<file path="src/rtl/timer_pair_defs.svh">
/*
 * constants for the lower timer control block: register offset, fields, timing.
 * assumes a 20 MHz clk and a 32-bit APB slave with word-aligned registers.
 */
`ifndef TIMER_PAIR_DEFS_SVH
`define TIMER_PAIR_DEFS_SVH

// =====================================================================
// register map
`define CTRL_OFFSET 12'h000
`define STAT_OFFSET 12'h004
`define CTRL_RESET 16'h0000
`define CTRL_WMASK 16'ha07a

// =====================================================================
// control fields
`define RUN_BIT 15
`define IDLE_BIT 13
`define GATE_BIT 6
`define PS_HI 5
`define PS_LO 4
`define PAIR_BIT 3
`define SRC_BIT 1

// =====================================================================
// prescale terminal counts (divide minus one)
`define PS_DIV1 8'h00
`define PS_DIV8 8'h07
`define PS_DIV64 8'h3f
`define PS_DIV256 8'hff

// =====================================================================
// timing
`define CLK_PERIOD_NS 50
`define INSTR_DIV 2
`define INSTR_CYCLES (`INSTR_DIV)

`endif

</file>
<file path="src/rtl/timer_pair_pkg.sv">
/*
 * types for the lower timer control block.
 * assumes timer_pair_defs.svh for all numbers.
 */
package timer_pair_pkg;
    typedef logic [1:0] prescale_sel_t;
    typedef logic [15:0] ctrl_word_t;
endpackage

</file>
<file path="src/rtl/tick_if.sv">
/*
 * carrier between control logic and the prescaler.
 * assumes one clock domain.
 */
`timescale 1ns/1ps
interface tick_if;
    logic tick_in;
    logic clear;
    logic [1:0] sel;
    logic tick_out;
    modport ctrl (output tick_in, output clear, output sel, input tick_out);
    modport pre (input tick_in, input clear, input sel, output tick_out);
endinterface

</file>
<file path="src/rtl/input_prescaler.sv">
/*
 * four-step input prescaler: 1, 8, 64 or 256 ticks per output tick.
 * assumes tick_in is a one-cycle pulse on clk.
 */
`timescale 1ns/1ps
`include "timer_pair_defs.svh"
module input_prescaler (
    input wire logic clk,
    input wire logic sys_rst,
    tick_if.pre t
);
    import timer_pair_pkg::*;

    logic [7:0] count;

    // =====================================================================
    // terminal count per select code
    function automatic logic [7:0] term_count(input prescale_sel_t s);
        case (s)
            2'b11: term_count = `PS_DIV256;
            2'b10: term_count = `PS_DIV64;
            2'b01: term_count = `PS_DIV8;
            default: term_count = `PS_DIV1;
        endcase
    endfunction

    // counter cleared on control writes while running so ratio changes start clean
    always_ff @(posedge clk) begin
        if (sys_rst || t.clear) begin
            count <= 8'h00;
        end else if (t.tick_in) begin
            if (count >= term_count(t.sel)) begin
                count <= 8'h00;
            end else begin
                count <= count + 8'h01;
            end
        end
    end

    assign t.tick_out = t.tick_in && !t.clear && (count >= term_count(t.sel));
endmodule

</file>
<file path="src/rtl/timer_pair_control.sv">
/*
 * control of the lower timer of a pairable 16-bit timer, APB slave.
 * assumes the counters, period match and interrupt logic sit outside and
 * use count_tick, pair_wide and the upper flag route; device_idle and
 * period_match come from logic on clk, the two pins from outside it.
 */
// Notes on behaviour
// - prescale code 11/10/01/00 divides timer clock by 256/64/8/1
// - source bit set counts external pin rising edges, else half clock
// - bit 13 chooses halting or running while device idles
// - pair bit joins this and next timer into one 32-bit timer
// - gate bit ignored on external clock; with internal it gates accumulation
// - control write while running clears prescaler; software should avoid it
// - bit 15 starts the timer or the pair; clearing stops it
// - in pair mode upper controls ignored, interrupt via upper flag
`timescale 1ns/1ps
`include "timer_pair_defs.svh"
module timer_pair_control (
    input wire logic clk,
    input wire logic sys_rst,
    input wire logic psel,
    input wire logic penable,
    input wire logic pwrite,
    input wire logic [11:0] paddr,
    input wire logic [31:0] pwdata,
    output logic [31:0] prdata,
    output logic pready,
    output logic pslverr,
    input wire logic device_idle,
    input wire logic ext_clock_pin,
    input wire logic gate_pin,
    input wire logic period_match,
    output logic count_tick,
    output logic gate_end,
    output logic pair_wide,
    output logic timer_running,
    output logic lower_flag_set,
    output logic upper_flag_set
);
    import timer_pair_pkg::*;

    timer_pair_pkg::ctrl_word_t lower_timer_control;
    logic ext_s1, ext_s2, ext_prev;
    logic gate_s1, gate_s2, gate_prev;
    logic half_phase;
    logic wr_ctrl;
    logic setup_phase;
    logic access_phase;
    logic active;
    logic use_gate;
    tick_if t();

    // =====================================================================
    // address decode, shared by the write strobe and the error flag
    function automatic logic hits_ctrl(input logic [11:0] a);
        hits_ctrl = (a == `CTRL_OFFSET);
    endfunction

    function automatic logic hits_map(input logic [11:0] a);
        hits_map = (a == `CTRL_OFFSET) || (a == `STAT_OFFSET);
    endfunction

    // =====================================================================
    // apb access: zero wait states, unmapped addresses answer with error
    assign setup_phase = psel && !penable;
    assign access_phase = psel && penable;
    // a write lands only at the access edge, so a refused setup never changes state
    assign wr_ctrl = access_phase && pwrite && hits_ctrl(paddr);

    // control word; unimplemented bits are masked on the way in
    always_ff @(posedge clk) begin
        if (sys_rst) begin
            lower_timer_control <= `CTRL_RESET;
        end else if (wr_ctrl) begin
            lower_timer_control <= pwdata[15:0] & `CTRL_WMASK;
        end
    end

    // pready high in the access phase of every transfer, one cycle after setup
    always_ff @(posedge clk) begin
        if (sys_rst) begin
            pready <= 1'b0;
        end else begin
            pready <= setup_phase;
        end
    end

    // error rides with pready so the master sees both at the same edge
    always_ff @(posedge clk) begin
        if (sys_rst) begin
            pslverr <= 1'b0;
        end else begin
            pslverr <= setup_phase && !hits_map(paddr);
        end
    end

    // read data registered at setup; zero outside a read keeps the bus quiet
    always_ff @(posedge clk) begin
        if (sys_rst) begin
            prdata <= 32'h0000_0000;
        end else if (setup_phase && !pwrite) begin
            case (paddr)
                `CTRL_OFFSET: prdata <= {16'h0000, lower_timer_control};
                `STAT_OFFSET: prdata <= {28'h000_0000, use_gate, gate_s2, active, ext_s2};
                default: prdata <= 32'h0000_0000;
            endcase
        end else begin
            prdata <= 32'h0000_0000;
        end
    end

    // =====================================================================
    // pin synchronisers; first stage feeds only the second
    // external clock pin: two stages, then one more for the edge detector
    always_ff @(posedge clk) begin
        if (sys_rst) begin
            ext_s1 <= 1'b0;
            ext_s2 <= 1'b0;
            ext_prev <= 1'b0;
        end else begin
            ext_s1 <= ext_clock_pin;
            ext_s2 <= ext_s1;
            ext_prev <= ext_s2;
        end
    end

    // gate pin: same depth, so both sources see the same latency
    always_ff @(posedge clk) begin
        if (sys_rst) begin
            gate_s1 <= 1'b0;
            gate_s2 <= 1'b0;
            gate_prev <= 1'b0;
        end else begin
            gate_s1 <= gate_pin;
            gate_s2 <= gate_s1;
            gate_prev <= gate_s2;
        end
    end

    // instruction clock enable, half of clk
    always_ff @(posedge clk) begin
        if (sys_rst) begin
            half_phase <= 1'b0;
        end else begin
            half_phase <= ~half_phase;
        end
    end

    // =====================================================================
    // run qualification: enable bit, idle halt, gating
    assign active = lower_timer_control[`RUN_BIT]
        && !(device_idle && lower_timer_control[`IDLE_BIT]);
    assign use_gate = lower_timer_control[`GATE_BIT] && !lower_timer_control[`SRC_BIT];

    always_comb begin
        if (lower_timer_control[`SRC_BIT]) begin
            t.tick_in = active && ext_s2 && !ext_prev;
        end else if (use_gate) begin
            t.tick_in = active && half_phase && gate_s2;
        end else begin
            t.tick_in = active && half_phase;
        end
    end
    // any control register write while running restarts the prescale ratio from zero
    assign t.clear = wr_ctrl && lower_timer_control[`RUN_BIT];
    assign t.sel = lower_timer_control[`PS_HI:`PS_LO];

    input_prescaler u_pre (
        .clk(clk),
        .sys_rst(sys_rst),
        .t(t)
    );

    // =====================================================================
    // registered outputs to the counters
    // one tick per prescaled timer clock
    always_ff @(posedge clk) begin
        if (sys_rst) begin
            count_tick <= 1'b0;
        end else begin
            count_tick <= t.tick_out;
        end
    end

    // gated mode flags on falling gate edge in addition to period match
    always_ff @(posedge clk) begin
        if (sys_rst) begin
            gate_end <= 1'b0;
        end else begin
            gate_end <= active && use_gate && gate_prev && !gate_s2;
        end
    end

    // pair select for the upper timer, which then ignores its own control
    always_ff @(posedge clk) begin
        if (sys_rst) begin
            pair_wide <= 1'b0;
        end else begin
            pair_wide <= lower_timer_control[`PAIR_BIT];
        end
    end

    // idle halt drops the running level without touching the control word
    always_ff @(posedge clk) begin
        if (sys_rst) begin
            timer_running <= 1'b0;
        end else begin
            timer_running <= active;
        end
    end

    // =====================================================================
    // interrupt flag routing
    // single mode keeps the event on this timer's own flag
    always_ff @(posedge clk) begin
        if (sys_rst) begin
            lower_flag_set <= 1'b0;
        end else begin
            lower_flag_set <= period_match && !lower_timer_control[`PAIR_BIT];
        end
    end

    // pair mode routes the event to the upper timer's flag
    always_ff @(posedge clk) begin
        if (sys_rst) begin
            upper_flag_set <= 1'b0;
        end else begin
            upper_flag_set <= period_match && lower_timer_control[`PAIR_BIT];
        end
    end
endmodule

</file>
<file path="config.mk">
export PLATFORM = sky130hd
export DESIGN_NAME = timer_pair_control
export DESIGN_NICKNAME = d
export VERILOG_FILES = /design/src/rtl/timer_pair_pkg.sv /design/src/rtl/tick_if.sv /design/src/rtl/input_prescaler.sv /design/src/rtl/timer_pair_control.sv
export VERILOG_INCLUDE_DIRS = /design/src /design/src/rtl
export SDC_FILE = /design/constraint.sdc
export NUM_CORES = 1
export LEC_CHECK = 0
export BUFFER_PORTS_ARGS = -buffer_cell sky130_fd_sc_hd__buf_2
export CORE_UTILIZATION = 49
export DETAILED_ROUTE_END_ITERATION = 16
export GPL_TIMING_DRIVEN = 0
export PLACE_DENSITY = 0.85
export SYNTH_ARGS = -nofsm -noshare
export SYNTH_HDL_FRONTEND = slang
export SYNTH_HIERARCHICAL = 1
export SYNTH_SLANG_ARGS = --single-unit
</file>
<file path="constraint.sdc">
create_clock -name clk -period 6.4 [get_ports clk]
set_clock_uncertainty 0.2 [all_clocks]
set_input_delay 0 -clock clk [delete_from_list [all_inputs] [get_ports clk]]
set_output_delay 0 -clock clk [all_outputs]
set_load 0.05 [all_outputs]
</file>
==> impl_metrics.toml, run 1 <==
[die]
initial_core_util = 0.5116
coreArea_um2 = 3661
fp.dieH_um = 63.83
die_width_um = 63.83
num_rows = 22
ios = 93
die-area_um2 = 4074

[power]
peakVddDrop_mv = 0.1820
leakage_nw = 1.163
powerDensity_nw_per_um2 = 201.8
combPwrFrac = 0.150
power.switching_uw = 141.2
pwr-share-clk = 0.387
p_int_uw = 391.2
swShare = 0.2652
seqPwrFrac = 0.463

[routing]
first_pass_iters = 4
m1WireLength_um = 2018
route.met3.wl_um = 353
routed.top_layer = "met4"
routedWlPerCell_um = 14.11
wl_um = 4895
antenna_left = 0
post_drt_via_cell_ratio = 5.095
drcViolationCount = 0
route.met2.wl_um = 2390
drt_iter0_drc = 57
via_count = 1768

[clocking]
postCtsResizedCells = 0
clockBufferDepth = 2
cts.htree.levels = 2
cts_tree = "done"
ctsHoldBuffers = 29
post_cts_buffers = 0
clk_pin_slew_ns = 0.08
cts_inserted_buffers = 5
worstSkewPairLatency_ns = 0.30
cts.sinks = 39
root_buffer = "clkbuf_8"

[global_route]
grtUsageTotal = 0.2564
grt_antenna_before_repair = 0
grt_start_max_net_pins = 14
grt_overflow = 0
grt_pass1_wl_um = 8017
grt_pass1_vias = 1771

[critical_path]
regToRegEndpoint = "u_pre/count[3]"
required_ns = 6.44
r2r_cells = 8
slowest_delay_ns = 0.65
critPathKind = "primary input to flop"
cp_common_cell = "dlygate4sd3_1"
cp-startpoint = "paddr[9]"
path_max_fanout = 7
worst-r2r-setup-slack_ns = 4.09
cp-end-kind = "flop"
worstPathCellList = "dlygate4sd3_1 > buf_2 > or4_4 > dlygate4sd3_1 > nor4_4 > mux2i_1 > dlygate4sd3_1"
cp-start-kind = "primary input"
crit_slowest_cell = "dlygate4sd3_1"
r2r_start = "gate_s2"
critical_path_arrival_ns = 3.21

[placed_design]
place_congestion = 0.8233
dp_hpwl_um = 2713
io_buffers = 44
place_ws_ns = 4.136

[timing]
post-route-period-util = 0.4962
period_needed_ns = 3.176
slew_headroom = 0.5218
hold_violations = 0
report.final.slew_viol_count = 0
max_freq_mhz = 314.9
finalSetupTns_ns = 0
tightest_slew_ns = 0.7120
setup_violations = 0
hold_slack_ns = 0.05955
rsz0062_at_grt = "no"
fin_ws_ns = 3.224

[yosys]
synthTopCellsByArea = "dfxtp_1, buf_4, nand2b_1, ha_1, nor2b_1"
synthSimpleGateAreaFrac = 0.2705
ys_top_cells_by_count = "dfxtp_1, buf_4, nand2b_1"
post-synth-top-count-cell = "dfxtp_1"
synth_xor_area_frac = 0.01870
synthArstFlopShare = 0
synth_flop_cell = "dfxtp_1"
synth-edff-count = 0
syn_avg_cell_area_um2 = 9.556
yosysTopAreaCellShare = 0.4168
synth.area.mux_share = 0.04008
syn_area_um2 = 1873
synth_top_area_cell = "dfxtp_1"
synth_compound_area_frac = 0.08951
synth_top_family_by_area = "simple AND/OR/NAND/NOR gates"
syn_inst = 196
yosys.area_share.adder = 0.04676
yosysSeqAreaShare = 0.4168
synthDistinctLibCells = 43
yosysWarnings = 6
synth_seq_cells = 39

[hold_path]
hold_path_class = "primary input to flop"
hold_depth = 4
min_from = "paddr[3]"
whs_endpoint = "lower_timer_control[3]"

[final_layout]
top_regs = "prdata x9, u_pre/count x8, lower_timer_control x7"
final_util = 0.7208
top_register = "prdata"
diodes = 0
largest_reg_flops = 9
fill_cells = 246
final_layout_size_suffix_gt1_frac = 0.2709
fin_nets = 358
synthToLayoutAreaGrowth_pct = 40.88

[job]
cap_violations = 0

[status]
status = "finished clean"
-- per-stage QoR --
stage	cell area (µm²)	cells	power, mW
floorplan	1956	218	0.3056
global placement	2236	310	0.3184
detailed placement	2236	310	0.3189
CTS	2639	347	0.5276
global route	2639	347	0.5484
finish	2639	347	0.5324
-- critical path: cells and delay by family --
family	cells	cell delay, ns
multiplexers	1	0.30
buffers and inverters	4	1.88
AND/OR/NAND/NOR	2	1.04
-- worst max-delay path by stage --
stage / to / slack [ns] / depth (start not counted)
global route: lower_timer_control[5] / 3.13 / 7
global placement: u_pre/count[3] / 4.22 / 8
CTS: lower_timer_control[6] / 3.34 / 7
detailed placement: u_pre/count[3] / 4.14 / 8
floorplan: u_pre/count[3] / 4.36 / 8
finish: lower_timer_control[5] / 3.22 / 7
-- cells by family after synthesis --
group / count (synthesis)
AOI/OAI and AO/OA: 24
xor gates and xnor gates: 4
adders and majority gates: 7
buffers and inverters: 30
DFF: 39
muxes: 7
other: 1
and+or+nand+nor: 84
-- per-layer routing --
metal	up-vias	global-route usage
met3	16	0.06607
met1	831	0.2952
met4	0	0.1307
met5	-	0
met2	78	0.4348
li1	843	-
-- cell type report --
type                            instances  area (µm²)  area share
Buffer                                 28       209.0     0.07918
Clock buffer                            5       68.82     0.02608
Clock inverter                          3       43.79     0.01660
Inverter                                2       7.507    0.002845
Multi-Input combinational cell        149       958.4      0.3632
Sequential cell                        39       780.7      0.2959
Tap cell                               48       60.06     0.02276
Timing Repair Buffer                   73       510.5      0.1935
-- placed cells by master (no fill, tap or decap), types with 8 or more instances in the layout --
cell type | Yosys | final
nor2_1 | 11 | 11
nor3b_1 | 8 | 8
dlygate4sd3_1 | 0 | 29
buf_4 | 23 | 23
nand2_1 | 11 | 11
dfxtp_1 | 39 | 39
nand3_1 | 8 | 8
nand2b_1 | 15 | 15
conb_1 | 1 | 23
buf_2 | 0 | 44
nor2b_1 | 10 | 10
-- power groups by stage --
stage	clock, mW	sequential, mW	combinational (mW)
after CTS	0.205	0.246	0.0760
after floorplan	0	0.255	0.0510
after detailed placement	0	0.252	0.0670
after global routing	0.218	0.247	0.0836
final	0.206	0.246	0.0798
after global placement	0	0.252	0.0665
Power figures use the tool's default switching activity.
==> inputs of run 2 (changes only) <==
--- a/config.mk
+++ b/config.mk
@@ -7,10 +7,10 @@
 export NUM_CORES = 1
 export LEC_CHECK = 0
 export BUFFER_PORTS_ARGS = -buffer_cell sky130_fd_sc_hd__buf_2
-export CORE_UTILIZATION = 49
+export CORE_UTILIZATION = 45
 export DETAILED_ROUTE_END_ITERATION = 16
 export GPL_TIMING_DRIVEN = 0
-export PLACE_DENSITY = 0.85
+export PLACE_DENSITY = 0.79
 export SYNTH_ARGS = -nofsm -noshare
 export SYNTH_HDL_FRONTEND = slang
 export SYNTH_HIERARCHICAL = 1
==> constraint.sdc (replaced) <==
create_clock -name clk -period 3.2 [get_ports clk]
set_clock_uncertainty 0.2 [all_clocks]
set_input_delay 0 -clock clk [delete_from_list [all_inputs] [get_ports clk]]
set_output_delay 0 -clock clk [all_outputs]
set_load 0.05 [all_outputs]
==> run 2 against run 1 <==
  * Design area barely moved
  * Register-to-register slack got worse by 3.2 ns
  * Worst setup slack got worse by 2.6 ns
  * Clock-buffer cell count did not move
  * Final cell count rose by 1.2%
==> impl_metrics.toml, run 2 (synthesis gave the netlist of run 1 again) <==
[status]
status = "finished clean"

[routing]
antenna_left = 0
first_pass_iters = 4
wl_um = 4478
routedWlPerCell_um = 12.76
via_count = 1707
post_drt_via_cell_ratio = 4.863
drcViolationCount = 0
drt_iter0_drc = 48

[die]
coreArea_um2 = 4000
die-area_um2 = 4424
initial_core_util = 0.4683
fp.dieH_um = 66.52
die_width_um = 66.52
ios = 93
num_rows = 23

[critical_path]
cp-start-kind = "primary input"
cp-end-kind = "flop"
critPathKind = "primary input to flop"
required_ns = 3.24
path_max_fanout = 7
worst-r2r-setup-slack_ns = 0.87
critical_path_arrival_ns = 2.59

[power]
peakVddDrop_mv = 0.3198
powerDensity_nw_per_um2 = 373.1
leakage_nw = 1.156

[final_layout]
diodes = 0
top_register = "prdata"
final_cell_mix = "buf_2, dfxtp_1, dlygate4sd3_1"
synthToLayoutAreaGrowth_pct = 40.82
largest_reg_flops = 9
top_regs = "prdata x9, u_pre/count x8, lower_timer_control x7"
final_common_cell = "buf_2"
fin_nets = 360
final_util = 0.6594
final_layout_size_suffix_gt1_frac = 0.2691
fin_cells = 351

[clocking]
cts.htree.levels = 2
postCtsResizedCells = 0
cts.sinks = 39
cts_tree = "done"
worstSkewPairLatency_ns = 0.30
clockBufferDepth = 2
clk_pin_slew_ns = 0.08
root_buffer = "clkbuf_8"
cts_inserted_buffers = 5

[global_route]
grt_pass1_vias = 1586
grt_pass1_wl_um = 7210
grt_antenna_before_repair = 0
grt_start_max_net_pins = 14
grtUsageTotal = 0.2233
grt_overflow = 0

[timing]
slew_headroom = 0.5275
period_needed_ns = 2.545
max_freq_mhz = 392.9
tightest_slew_ns = 0.7034
rsz0062_at_grt = "no"
finalSetupTns_ns = 0
setup_violations = 0
post-route-period-util = 0.7954
report.final.slew_viol_count = 0
hold_violations = 0

[hold_path]
hold_path_class = "primary input to flop"

[placed_design]
place_congestion = 0.8308
io_buffers = 44
dp_hpwl_um = 2886
dp_cells = 312

[job]
cap_violations = 0
==> run 2: changes by cell type in the layout (fill, tap and decap cells not counted), sizes merged <==
cell / previous run / this run
clkinvlp: 0 / 2
dlygate4sd3: 29 / 31
bufinv: 1 / 0
clkinv: 2 / 1
==> run 2: layer usage <==
layer / track usage / vias up / wire (µm)
met2: 0.4082 / 45 / 2460
met4: 0.1090 / 0 / 106
met3: 0.05822 / 12 / 187
met1: 0.2345 / 805 / 1723
li1: - / 845 / -
met5: 0 / - / 0
==> run 2: through the flow <==
stage	hold slack [ns]	total power, mW	cell area, µm²	worst slack, ns
6_report	0.02332	0.9840	2638	0.6546
5_1_grt	0.02253	1.020	2638	0.5966
4_1_cts	0.01616	0.9815	2638	0.7426
3_5_place_dp	0.01683	0.6376	2238	1.006
3_3_place_gp	0.01197	0.6361	2238	1.034
2_1_floorplan	-0.1111	0.6113	1956	1.158
==> run 2: worst max-delay path, cell delays in order <==
cell and delay (ns):
dlygate4sd3_1 0.54, buf_2 0.13, or3_1 0.37, nor4_4 0.69, mux2i_1 0.28, dlygate4sd3_1 0.58
==> run 2: repair_timing <==
item / 4_1_cts / 5_1_grt
buffers inserted: 0 / 0
hold buffers: 31 / 0
endpoints found under the hold margin: 25 / 0
==> run 2: power breakdown <==
part	switching, mW	internal [mW]	total, mW
registers	0.00204	0.490	0.492
clock network	0.183	0.152	0.334
logic	0.0965	0.0607	0.157
==> run 2: area by class of cell <==
class	instances	area (µm²)
buffer	28	209.0
clock buffer	5	68.82
clock inverter	3	20.02
fill	302	1363
inverter	2	7.507
multi-input combinational	149	958.4
sequential	39	780.7
tap	50	62.56
timing repair buffer	75	530.5
==> run 2: worst paths after layout <==
| check | start | end | cells past startpoint |
|---|---|---|---|
| min | paddr[10] | prdata[0] | 4 |
| min reg2reg | half_phase | half_phase | 1 |
| max | paddr[5] | lower_timer_control[4] | 6 |
| max reg2reg | gate_s2 | u_pre/count[3] | 8 |
